<file path="config.mk">
export PLATFORM = sky130hd
export DESIGN_NAME = hdlc_bit_code_ds0_config
export DESIGN_NICKNAME = d
export VERILOG_FILES = /design/src/verilog/hdlc_cfg_pkg.sv /design/src/verilog/hdlc_bit_code_ds0_config.sv
export SDC_FILE = /design/constraint.sdc
export NUM_CORES = 1
export LEC_CHECK = 0
export BUFFER_PORTS_ARGS = -buffer_cell sky130_fd_sc_hd__buf_4
export CAP_MARGIN = 30
export CORE_UTILIZATION = 38
export CTS_CLUSTER_DIAMETER = 150
export DETAILED_ROUTE_END_ITERATION = 10
export PLACE_DENSITY = 0.66
export SKIP_CTS_REPAIR_TIMING = 1
export SLEW_MARGIN = 20
export SYNTH_ARGS = -nofsm -noshare
export SYNTH_HDL_FRONTEND = slang
export SYNTH_SLANG_ARGS = --single-unit
</file>
<file path="constraint.sdc">
create_clock -name i_clk -period 3.62 [get_ports i_clk]
set_clock_uncertainty 0.2 [all_clocks]
set_input_delay 0.362 -clock i_clk [delete_from_list [all_inputs] [get_ports i_clk]]
set_output_delay 0.362 -clock i_clk [all_outputs]
set_load 0.02 [all_outputs]
</file>
<file path="src/verilog/hdlc_cfg_pkg.sv">
/*
 Constants for the HDLC / bit-oriented-code configuration block:
 register offsets, field positions, reset values and FIFO shape.
 Assumes an 8-bit parallel control port with 8-bit offsets.
*/
package hdlc_cfg_pkg;
   // Register offsets on the control port
   localparam logic [7:0] ADDR_TX_CODE = 8'h07;
   localparam logic [7:0] ADDR_TX_FIFO = 8'h08;
   localparam logic [7:0] ADDR_RX_CHAN = 8'h90;
   localparam logic [7:0] ADDR_RX_SUPP = 8'h91;
   // Field positions
   localparam int TRIG_BIT = 7;
   localparam int SRC_BIT  = 6;
   localparam int CODE_W   = 6;
   localparam int RXEN_BIT = 7;
   localparam int MODE_BIT = 5;
   localparam int CHAN_W   = 5;
   // Reset values
   localparam logic [7:0] TX_CODE_RST = 8'h00;
   localparam logic [7:0] RX_CHAN_RST = 8'h00;
   localparam logic [7:0] RX_SUPP_RST = 8'h00;
   // Serialiser shape
   localparam logic [7:0] IDLE_FLAG   = 8'h7E;
   localparam logic [7:0] CODE_ONES   = 8'hFF;
   localparam logic [3:0] CODE_LAST   = 4'hF;
   localparam logic [3:0] BYTE_LAST   = 4'h7;
   localparam logic [3:0] CODE_B0_POS = 4'h1;
   localparam logic [3:0] CODE_B5_POS = 4'h6;
   localparam int FIFO_W = 8;
   localparam int FIFO_D = 8;
   typedef enum logic [1:0] {TX_IDLE, TX_DATA, TX_CODE} tx_state_t;
endpackage

</file>
<file path="src/verilog/hdlc_bit_code_ds0_config.sv">
/*
 HDLC / bit-oriented-code configuration block of a T1 framer:
 transmit code register, transmit FIFO port, receive channel
 and bit-suppress registers, with the transmit serialiser and
 receive bit selector they steer.
 Assumes the control port strobes are synchronous to i_clk and
 the framer gives one-cycle bit strobes on i_clk.
*/
// Summary of operation
// [RL1] Source bit picks link pin or controller
// [RL2] Codeword bit 5 goes out last
// [RL3] Codeword bit 0 goes out first
// [RL4] FIFO port write pushes one byte
// [RL5] FIFO byte bit 7 is MSB
// [RL6] Enable bit picks link or DS0 channels
// [RL7] Mode 0 uses the single selected channel
// [RL8] Mode 1 uses the channel block map
// [RL9] Channel field is binary, bit 0 LSB
// [RL10] Suppress bit 7 drops DS0 bit 8
// [RL11] Suppress bits 0-6 drop DS0 bits 1-7
// [RL12] Host writes zero to spare bit 6
// [RL13] Rising trigger starts code, clearing stops
// [RL14] Suppressed bits are skipped entirely
`timescale 1ns/100ps

module byte_fifo #(
   parameter int WIDTH = 8,
   parameter int DEPTH = 8
) (
   input  wire logic             i_clk,
   input  wire logic             i_rst_n,
   input  wire logic             i_in_valid,
   input  wire logic [WIDTH-1:0] i_in_data,
   output wire logic             o_in_ready,
   output wire logic             o_out_valid,
   output wire logic [WIDTH-1:0] o_out_data,
   input  wire logic             i_out_ready
);
   localparam int AW = $clog2(DEPTH);
   localparam int CW = $clog2(DEPTH + 1);

   logic [WIDTH-1:0] mem_r [DEPTH];
   logic [AW-1:0]    wr_ptr_r;
   logic [AW-1:0]    rd_ptr_r;
   logic [CW-1:0]    count_r;

   // Handshakes and wrap-around pointers
   wire          push     = i_in_valid & o_in_ready;
   wire          pop      = o_out_valid & i_out_ready;
   wire [AW-1:0] wr_nxt   = (wr_ptr_r == AW'(DEPTH - 1)) ? '0 : wr_ptr_r + 1'b1;
   wire [AW-1:0] rd_nxt   = (rd_ptr_r == AW'(DEPTH - 1)) ? '0 : rd_ptr_r + 1'b1;
   assign o_in_ready  = (count_r != CW'(DEPTH));
   assign o_out_valid = (count_r != '0);
   assign o_out_data  = mem_r[rd_ptr_r];

   // Storage needs no reset; count guards every read
   always_ff @(posedge i_clk) begin
      if (push) begin
         mem_r[wr_ptr_r] <= i_in_data;
      end
   end

   // Pointers and fill level
   always_ff @(posedge i_clk) begin
      if (!i_rst_n) begin
         wr_ptr_r <= '0;
         rd_ptr_r <= '0;
         count_r  <= '0;
      end else begin
         if (push) wr_ptr_r <= wr_nxt;
         if (pop) rd_ptr_r <= rd_nxt;
         if (push && !pop) count_r <= count_r + 1'b1;
         else if (pop && !push) count_r <= count_r - 1'b1;
      end
   end
endmodule

module hdlc_bit_code_ds0_config
   import hdlc_cfg_pkg::*;
(
   input  wire logic        i_clk,
   input  wire logic        i_rst_n,
   input  wire logic [7:0]  i_addr,
   input  wire logic [7:0]  i_wdata,
   input  wire logic        i_wr,
   input  wire logic        i_rd,
   output wire logic [7:0]  o_rdata,
   output wire logic        o_fifo_ready,
   input  wire logic        i_tx_fdl_en,
   input  wire logic        i_transmit_link_input,
   output wire logic        o_tx_fdl_bit,
   output wire logic        o_sending_code,
   input  wire logic        i_rx_bit_en,
   input  wire logic        i_rx_bit,
   input  wire logic        i_rx_fdl_slot,
   input  wire logic [4:0]  i_rx_chan,
   input  wire logic [2:0]  i_rx_bitpos,
   input  wire logic        i_rx_block_hit,
   output wire logic        o_rx_hdlc_bit,
   output wire logic        o_rx_hdlc_valid,
   output wire logic        o_rx_ds0_mode
);

   logic [7:0]  tx_code_r;
   logic [7:0]  rx_chan_r;
   logic [7:0]  rx_supp_r;
   logic [7:0]  rdata_r;
   logic [2:0]  link_sync_r;
   logic        link_level_r;
   tx_state_t   state_r;
   tx_state_t   state_nxt;
   logic [3:0]  bit_cnt_r;
   logic [3:0]  bit_cnt_nxt;
   logic [15:0] shift_r;
   logic [15:0] shift_nxt;
   logic        tx_bit_r;
   logic        rx_bit_r;
   logic        rx_valid_r;
   logic        fifo_valid;
   logic [7:0]  fifo_data;
   logic [CODE_W-1:0] code_snap_r;

   // Register decode
   wire wr_code = i_wr && (i_addr == ADDR_TX_CODE);
   wire wr_fifo = i_wr && (i_addr == ADDR_TX_FIFO);
   wire wr_chan = i_wr && (i_addr == ADDR_RX_CHAN);
   wire wr_supp = i_wr && (i_addr == ADDR_RX_SUPP);
   wire [7:0] rd_mux = (i_addr == ADDR_TX_CODE) ? tx_code_r :
                       (i_addr == ADDR_RX_CHAN) ? rx_chan_r :
                       (i_addr == ADDR_RX_SUPP) ? rx_supp_r : 8'h00;

   // Trigger edges are taken from the write itself, not a resync
   wire code_start = wr_code && i_wdata[TRIG_BIT] && !tx_code_r[TRIG_BIT]; // see [RL13]
   wire code_stop  = wr_code && !i_wdata[TRIG_BIT];                        // see [RL13]
   wire src_ctrl   = tx_code_r[SRC_BIT];
   wire tx_step    = i_tx_fdl_en && src_ctrl;
   // The write that starts a code also carries its codeword, so take it from the bus
   wire [CODE_W-1:0] codeword = wr_code ? i_wdata[CODE_W-1:0] : tx_code_r[CODE_W-1:0]; // see [RL13]
   // Frame goes out index 0 first: 0, codeword LSB..MSB, 0, eight ones
   wire [15:0] code_frame = {CODE_ONES, 1'b0, codeword, 1'b0}; // see [RL2] [RL3]
   wire byte_end   = (bit_cnt_r == BYTE_LAST);
   // A code start in the same cycle wins, so the byte stays queued
   wire pop        = tx_step && (state_r != TX_CODE) && byte_end && fifo_valid && !code_start;

   // Control registers; spare bit 6 is stored as written
   always_ff @(posedge i_clk) begin
      if (!i_rst_n) begin
         tx_code_r <= TX_CODE_RST;
         rx_chan_r <= RX_CHAN_RST;
         rx_supp_r <= RX_SUPP_RST;
      end else begin
         if (wr_code) tx_code_r <= i_wdata;
         if (wr_chan) rx_chan_r <= i_wdata;
         if (wr_supp) rx_supp_r <= i_wdata;
      end
   end

   // Read data held until the next read; write-only port reads zero
   always_ff @(posedge i_clk) begin
      if (!i_rst_n) rdata_r <= 8'h00;
      else if (i_rd) rdata_r <= rd_mux;
   end
   assign o_rdata = rdata_r;

   // Link pin resync; a change counts once stages two and three agree
   always_ff @(posedge i_clk) begin
      if (!i_rst_n) begin
         link_sync_r  <= 3'h0;
         link_level_r <= 1'b0;
      end else begin
         link_sync_r <= {link_sync_r[1:0], i_transmit_link_input};
         if (link_sync_r[1] == link_sync_r[2]) link_level_r <= link_sync_r[2];
      end
   end

   // Transmit FIFO; the serialiser stalls while a code is sent or
   // the pin is the source, so the host sees it fill
   byte_fifo #(
      .WIDTH (FIFO_W),
      .DEPTH (FIFO_D)
   ) u_tx_fifo (
      .i_clk       (i_clk),
      .i_rst_n     (i_rst_n),
      .i_in_valid  (wr_fifo),   // see [RL4]
      .i_in_data   (i_wdata),   // see [RL5]
      .o_in_ready  (o_fifo_ready),
      .o_out_valid (fifo_valid),
      .o_out_data  (fifo_data),
      .i_out_ready (pop)
   );

   // Serialiser next state; start and stop of a code take priority
   always_comb begin
      state_nxt   = state_r;
      bit_cnt_nxt = bit_cnt_r;
      shift_nxt   = shift_r;
      if (code_start) begin
         state_nxt   = TX_CODE;                      // see [RL13]
         bit_cnt_nxt = 4'h0;
         shift_nxt   = code_frame;
      end else if (code_stop && state_r == TX_CODE) begin
         state_nxt   = TX_IDLE;                      // see [RL13]
         bit_cnt_nxt = 4'h0;
         shift_nxt   = {8'h00, IDLE_FLAG};
      end else if (tx_step) begin
         case (state_r)
            TX_CODE: begin
               if (bit_cnt_r == CODE_LAST) begin
                  bit_cnt_nxt = 4'h0;
                  shift_nxt   = code_frame;
               end else begin
                  bit_cnt_nxt = bit_cnt_r + 1'b1;
                  shift_nxt   = {1'b0, shift_r[15:1]}; // see [RL3]
               end
            end
            default: begin
               if (byte_end) begin
                  bit_cnt_nxt = 4'h0;
                  state_nxt   = fifo_valid ? TX_DATA : TX_IDLE;
                  // Data bytes go out LSB first, bit 7 last
                  shift_nxt   = {8'h00, fifo_valid ? fifo_data : IDLE_FLAG}; // see [RL5]
               end else begin
                  bit_cnt_nxt = bit_cnt_r + 1'b1;
                  shift_nxt   = {1'b0, shift_r[15:1]};
               end
            end
         endcase
      end
   end

   // Serialiser state
   always_ff @(posedge i_clk) begin
      if (!i_rst_n) begin
         state_r   <= TX_IDLE;
         bit_cnt_r <= 4'h0;
         shift_r   <= {8'h00, IDLE_FLAG};
      end else begin
         state_r   <= state_nxt;
         bit_cnt_r <= bit_cnt_nxt;
         shift_r   <= shift_nxt;
      end
   end

   // Codeword of the frame now on the wire; a rewrite mid-frame
   // only reaches the line at the next frame boundary
   wire frame_load = code_start || (tx_step && !code_stop && state_r == TX_CODE && bit_cnt_r == CODE_LAST);
   always_ff @(posedge i_clk) begin
      if (!i_rst_n) code_snap_r <= '0;
      else if (frame_load) code_snap_r <= codeword;
   end

   // Outgoing link bit, taken on each link bit strobe
   always_ff @(posedge i_clk) begin
      if (!i_rst_n) tx_bit_r <= 1'b0;
      else if (i_tx_fdl_en) tx_bit_r <= src_ctrl ? shift_r[0] : link_level_r; // see [RL1]
   end
   assign o_tx_fdl_bit   = tx_bit_r;
   assign o_sending_code = (state_r == TX_CODE);

   // Receive bit selection; spare bit 6 is ignored by the hardware
   wire ds0_en     = rx_chan_r[RXEN_BIT];
   wire block_mode = rx_chan_r[MODE_BIT];
   wire [CHAN_W-1:0] chan_sel = rx_chan_r[CHAN_W-1:0];          // see [RL9]
   wire chan_hit   = block_mode ? i_rx_block_hit                // see [RL8]
                                : (i_rx_chan == chan_sel);      // see [RL7]
   wire bit_kept   = !rx_supp_r[i_rx_bitpos];                   // see [RL10] [RL11]
   wire rx_take    = ds0_en ? (chan_hit && bit_kept)            // see [RL14]
                            : i_rx_fdl_slot;                    // see [RL6]

   // Suppressed bits produce no strobe at all, so they leave no gap
   always_ff @(posedge i_clk) begin
      if (!i_rst_n) begin
         rx_bit_r   <= 1'b0;
         rx_valid_r <= 1'b0;
      end else begin
         rx_valid_r <= i_rx_bit_en && rx_take;
         if (i_rx_bit_en && rx_take) rx_bit_r <= i_rx_bit;
      end
   end
   assign o_rx_hdlc_bit   = rx_bit_r;
   assign o_rx_hdlc_valid = rx_valid_r;
   assign o_rx_ds0_mode   = ds0_en;
endmodule

</file>
; ---- After elaboration in Yosys (flattened, before gate mapping)
; Memory sizes are Yosys's and may differ from the RTL's. A register that Yosys moved wholly into a read port is not among the register bits.
; Cells that the tools add are included.
[word_totals]
register_bits = 71
ram_bits = 64
input_bits = 34
output_inout_bits = 14
elab_cells = 105
mem_count = 1
[classes]
addsub = 5
order_cmp = 1
eq_ne = 14
n_mux = 33
bitwise_logic = 4
reduce_logical = 30
[memory_table]
columns = memory, depth, width, read_ports, rd_clocked_by_memory_dff, write_ports, line
row1 = u_tx_fifo.mem_r, 8, 8, 1, 1, 1, hdlc_bit_code_ds0_config.sv:42  ; logic [WIDTH-1:0] mem_r [DEPTH];
[ops]
columns = operator, count
row1 = $mux 16, 5
row2 = $mux 8, 4
row3 = $mux 4, 5
row4 = $logic_and 1x1->1, 17
row5 = $eq 8x8->1 const B, 2
row6 = $mux 15, 1
row7 = $mux 3, 4
row8 = $mux 2, 5
row9 = $add 4x1->4 const B, 2
row10 = $eq 8x3->1 const B, 1
row11 = $eq 8x4->1 const B, 1
row12 = $mux 1, 7
row13 = $add 3x1->3 const B, 2
row14 = $eq 3x3->1 const B, 2
row15 = $logic_not 1->1, 6
row16 = $mux 6, 1
row17 = $reduce_and 3->1, 2
row18 = $reduce_bool 3->1, 2
row19 = $eq 5x5->1, 1
row20 = $eq 4x3->1 const B, 1
row21 = $eq 4x4->1 const B, 1
row22 = $lt 3x4->1 const B, 1
row23 = $ne 4x4->1 const B, 1
row24 = $reduce_bool 4->1, 1
row25 = 10 further kinds, 12

; ---- Longest topological paths before layout
[depth]
ltp_word = 10
ltp_mapped = 13
mapped_depth_nobuf = 12

; ---- Cells and area by module
; Synthesis repeated with hierarchy kept, for this count alone.
[hier_totals]
cells_unflattened = 490
area_unflattened_um2 = 5908.2
[modules_own_cells]
columns = module, n_inst, cells_each, area_per_inst_um2, seq_area_each_um2
row1 = byte_fifo, 1, 168, 3148.0, 2182.1
row2 = hdlc_bit_code_ds0_config, 1, 322, 2760.1, 1221.2

; ---- Least setup slack after synthesis
; Ideal clock, no wire load.
[synth_path]
path_kind = input to register
from = input i_addr[4]
to = register u_tx_fifo.count_r[3]
setup_time_ns = 0.070
arrival_time_ns = 3.088
t_required_ns = 3.350
slack_ns = 0.262
cell_stages = 12
path_buffers = 1
path_cell_list = or4_4 -> or4_1 -> buf_2 -> nand3_2 -> ha_1 -> inv_1 -> ha_1 -> a21o_1 -> a21oi_1 -> xnor2_1 -> or3_1 -> a21oi_1
[synth_between]
elab_chain_len = 10
elab_cells_between_ends = 16
cone_classes = eq/ne (2) / mux (1) / bitwise (2) / reduce/logical (11)
[synth_rtl]
columns = item, line
row1 = "start, declared", hdlc_bit_code_ds0_config.sv:83  ; input wire logic [7:0] i_addr,
row2 = $eq 8x3->1, hdlc_bit_code_ds0_config.sv:124  ; wire wr_code = i_wr && (i_addr == ADDR_TX_CODE);
row3 = $logic_and 1x1->1, hdlc_bit_code_ds0_config.sv:124
row4 = $logic_and 1x1->1 (2 in a row), hdlc_bit_code_ds0_config.sv:133  ; wire code_start = wr_code && i_wdata[TRIG_BIT] && !tx_code_r[TRIG_BIT];
row5 = $logic_not 1->1, hdlc_bit_code_ds0_config.sv:143  ; wire pop = tx_step && (state_r != TX_CODE) && byte_end && fifo_valid && !code_start;
row6 = $logic_and 1x1->1, hdlc_bit_code_ds0_config.sv:143
row7 = $and 1x1->1, hdlc_bit_code_ds0_config.sv:49  ; wire pop = o_out_valid & i_out_ready;
row8 = $logic_not 1->1, hdlc_bit_code_ds0_config.sv:72  ; if (push && !pop) count_r <= count_r + 1'b1;
row9 = $logic_and 1x1->1, hdlc_bit_code_ds0_config.sv:72
row10 = $mux 4 or $reduce_bool 2->1 (tied branches), -
row11 = "end signal, assigned", hdlc_bit_code_ds0_config.sv:72
row12 = "end signal, assigned", hdlc_bit_code_ds0_config.sv:73  ; else if (pop && !push) count_r <= count_r - 1'b1;
row13 = "end, declared", hdlc_bit_code_ds0_config.sv:45  ; logic [CW-1:0] count_r;
; Several ways; a longest one is shown, not always the timed one.
; A chain may end at the register's enable or synchronous reset.

; ---- Worst setup path after layout
[layout_path]
from = register bit_cnt_r[0]
to = register u_tx_fifo.count_r[3]
[layout_between]
elab_chain_len = 8
elab_cells_between_ends = 10
cone_classes = eq/ne (1) / mux (1) / bitwise (1) / reduce/logical (7)
[layout_rtl]
columns = item, line
row1 = "start, declared", hdlc_bit_code_ds0_config.sv:112  ; logic [3:0] bit_cnt_r;
row2 = "start signal, assigned", hdlc_bit_code_ds0_config.sv:239  ; bit_cnt_r <= bit_cnt_nxt;
row3 = $eq 4x3->1 (*), hdlc_bit_code_ds0_config.sv:141  ; wire byte_end = (bit_cnt_r == BYTE_LAST);
row4 = $logic_and 1x1->1 (*) (3 in a row), hdlc_bit_code_ds0_config.sv:143
row5 = $and 1x1->1 (*), hdlc_bit_code_ds0_config.sv:49
row6 = $logic_not 1->1, hdlc_bit_code_ds0_config.sv:72
row7 = $logic_and 1x1->1, hdlc_bit_code_ds0_config.sv:72
row8 = $mux 4 or $reduce_bool 2->1 (tied branches), -
; Every way passes the cells marked *; elsewhere a longest branch is shown, timed or not.

==> results.sh <==
export IMPL_portBuffers=47
export IMPL_yosysSeqAreaShare_pct=58.2
export IMPL_slew_headroom_pct=39.9
export IMPL_worst_pin_slew_ns=0.901
export IMPL_nets=593
export IMPL_clockBufferDepth=2
export IMPL_gp_congestion=0.838
export IMPL_cts_tree="built"
export IMPL_mappedNetlistArea_mm2=0.00584
export IMPL_status="completed"
export IMPL_dpl_hpwl_mm=9.20
export IMPL_finalHoldViolCount=0
export IMPL_clkPwrFrac_pct=50.4
export IMPL_avgSynthCellArea_um2=11.9
export IMPL_p_int_uw=2780
export IMPL_place_inst=713
export IMPL_ys_types=51
export IMPL_place_area_mm2=0.00642
export IMPL_fin_area_mm2=0.00705
export IMPL_cp_slowest_cell="nor3_1"
export IMPL_diodes=0
export IMPL_fp_dieArea_mm2=0.0159
export IMPL_met1_usage_pct=24.1
export IMPL_synth_flop_cell="dfxtp_1"
export IMPL_cts_sinks=138
export IMPL_fp_row_count=44
export IMPL_grt_use_met3_pct=3.61
export IMPL_cts_max_level=4
export IMPL_grt_antenna_before_repair=0
export IMPL_p_leak_uw=0.00252
export IMPL_num_vias=4175
export IMPL_synth_edf_count=64
export IMPL_setup_violations=0
export IMPL_postSynthCellCount=493
export IMPL_ant_nets=0
export IMPL_coreArea_mm2=0.0148
export IMPL_layout_area_overhead_vs_synth_pct=20.6
export IMPL_wl_per_cell_um=18.1
export IMPL_crit_top_cell="ha_1"
export IMPL_grtUsageMet2_pct=27.8
export IMPL_post_route_util_pct=47.8
export IMPL_final_fill_count=1276
export IMPL_worstPathRequired_ns=3.76
export IMPL_hold_path_class="input pin to flop"
export IMPL_ir_worst_vdd_uv=308
export IMPL_clkTransAtPathRegs_ns=0.06
export IMPL_die_y_um=126
export IMPL_drive_gt1_share_pct=22.6
export IMPL_cp_arrival_ns=3.45
export IMPL_p_per_area_mw_per_mm2=502
export IMPL_grt_ovfl_total=0
export IMPL_layout_cells_non_filler=747
export IMPL_slew_violations=0
export IMPL_cap_violations=0
export IMPL_grt_max_degree=54
export IMPL_ios=48
export IMPL_synth_fp_nets=536
export IMPL_drt_iter0_drc=369
export IMPL_fin_setup_tns_ns=0
export IMPL_crit_path_start_kind="flop"
export IMPL_clock_latency_ns=0.42
export IMPL_combPwrFrac_pct=3.2
export IMPL_cp_max_fo=4
export IMPL_grt_pass1_wl_mm=21.1
export IMPL_ys_warn_count=0
export IMPL_min_period_ns=3.31
export IMPL_async_reset_ff_share_pct=0
export IMPL_viasPerCell=5.59
export IMPL_netSwitchingFraction_pct=21.5
export IMPL_grt_busiest_layer="met2"
export IMPL_start_util_pct=39.6
export IMPL_fmax_mhz=302
export IMPL_grt_pass1_vias=3901
export IMPL_die_x_um=126
export IMPL_fin_crit_sh_pct=91.4
export IMPL_netSwitchingPower_uw=761
export IMPL_first_pass_iters=5
export IMPL_ys_ff_latch=138
export IMPL_cts_root_buf="clkbuf_16"
export IMPL_end_kind="flop"
export IMPL_rsz0062_at_grt="no"
export IMPL_track_usage_pct=17.7
export IMPL_crit_chain="ha_1, nand3b_1, nor3_1, nand3_2, ha_1, inv_1, ha_1, a21o_1, a21oi_1, xnor2_1, or3_1, a21oi_1"
export IMPL_cts_buffers=17
export IMPL_cpPeakStageDelay_ns=0.58
export IMPL_crit_buf_inv=1
export IMPL_seq_power_share_pct=46.4
export IMPL_wl_mm=13.5
export IMPL_path_class="flop to flop"
export IMPL_crit_family="simple AND/OR/NAND/NOR gates"
export IMPL_drc=0
synthesized netlist by cell type (all sizes together), types with 2 or more instances:
cell type	count	area [µm²]
edfxtp	64	1920
dfxtp	74	1480
or3	5	31.3
nor3	8	45.0
nand3b	3	22.5
nand2	46	173
mux2	2	22.5
mux2i	20	200
nor3b	2	15.0
a222oi	8	80.1
nor2	47	176
a21oi	37	185
mux4	18	405
o21ai	19	95.1
and2	8	52.6
or3b	2	17.5
a211o	6	52.6
ha	8	100
nand3	26	135
xnor2	2	17.5
inv	5	18.8
a211oi	9	67.6
a22oi	2	15.0
nor4	5	58.8
a31oi	13	81.3
nand2b	4	25.0
clkbuf	16	60.1
or4	4	37.5
buf	11	70.1
or4b	3	30.0
xor2	7	61.3
cell type report:
cell class / instances / area, µm² / share of cell area (%)
inverters: 5 / 18.8 / 0.266
repair buffers: 65 / 493 / 6.99
clock inverters: 15 / 186 / 2.64
well taps: 184 / 230 / 3.27
flip-flops and latches: 138 / 3400 / 48.3
multi-input cells: 323 / 2290 / 32.5
clock buffers: 17 / 425 / 6.03
cells by family (layout without fill, tap and decap cells):
family                     Yosys count  after routing  synth area share [%]
and+or+nand+nor                    167            167                  14.5
DFF                                138            138                  58.2
AOI/OAI and AO/OA                   98             98                  10.5
adders and majority gates            9              9                  2.06
xor gates and xnor gates             9              9                  1.35
buffers and inverters               32            102                  2.55
muxes                               40             40                  10.7
worst paths after layout:
check | startpoint | endpoint | slack (ns) | depth (start not counted)
max | bit_cnt_r[0]$_SDFFE_PP0N_ | u_tx_fifo.count_r[3]$_SDFFE_PN0P_ | 0.31 | 12
max reg2reg | bit_cnt_r[0]$_SDFFE_PP0N_ | u_tx_fifo.count_r[3]$_SDFFE_PN0P_ | 0.31 | 12
min | i_rx_bit | o_rx_hdlc_bit$_SDFFE_PN0P_ | 0.02 | 3
min reg2reg | link_sync_r[0]$_SDFF_PN0_ | link_sync_r[1]$_SDFF_PN0_ | 0.24 | 1
stage by stage:
stage / total power [µW] / worst slack, ns / hold WS, ns
6_report: 3540 / 0.310 / 0.0210
5_1_grt: 3660 / 0.0644 / 0.0172
4_1_cts: 3560 / 0.368 / -0.0575
3_5_place_dp: 1790 / 0.109 / 0.234
3_3_place_gp: 1780 / 0.186 / 0.220
2_1_floorplan: 1720 / 0.262 / 0.212
flip-flops by register name, summed over array words and instances (netlist names), named ones only:
name and count:
rx_chan_r 8, o_rx_hdlc_valid 1, u_tx_fifo.mem_r 64, link_level_r 1, shift_r 16, state_r 2, bit_cnt_r 4, link_sync_r 3
u_tx_fifo.count_r 4, o_rdata 8, u_tx_fifo.wr_ptr_r 3, o_tx_fdl_bit 1, tx_code_r 8, rx_supp_r 8, u_tx_fifo.rd_ptr_r 3, o_rx_hdlc_bit 1
worst reg2reg max path, delay by kind of cell (launching register included):
family,cells,cell delay [ns]
compound gates,3,0.49
xor+xnor,1,0.09
fa+ha+maj,3,0.76
buf+inv,1,0.13
flops,1,0.37
simple gates,4,1.20
layer usage:
metal / vias up / share of wire (%)
met4: 0 / 1.1
met5: - / 0
met3: 12 / 6.2
met2: 150 / 49
met1: 2043 / 43
li1: 1970 / -
power groups by stage:
stage	logic [µW]	registers (µW)	clock network, µW
after global routing	123	1640	1890
after detailed placement	113	1680	0
after CTS	113	1640	1810
after floorplan	37.0	1680	0
after global placement	109	1680	0
final	114	1640	1780
placed cells by master (no fill, tap or decap), drive strengths merged, types with 3 or more instances in the layout:
master    instances
or4b              3
clkinv            4
nand3            26
nand2b            4
dfxtp            74
and2              8
a222oi            8
or4               4
nor3              8
ha                8
clkinvlp          3
clkbuf           17
mux2i            20
edfxtp           64
inv              10
a211o             6
a21oi            37
nor2             47
or3               5
mux4             18
nand3b            3
o21ai            19
a211oi            9
nor4              5
bufinv            3
xor2              7
nand2            46
a31oi            13
buf              63
(Power assumes the default switching activity.)
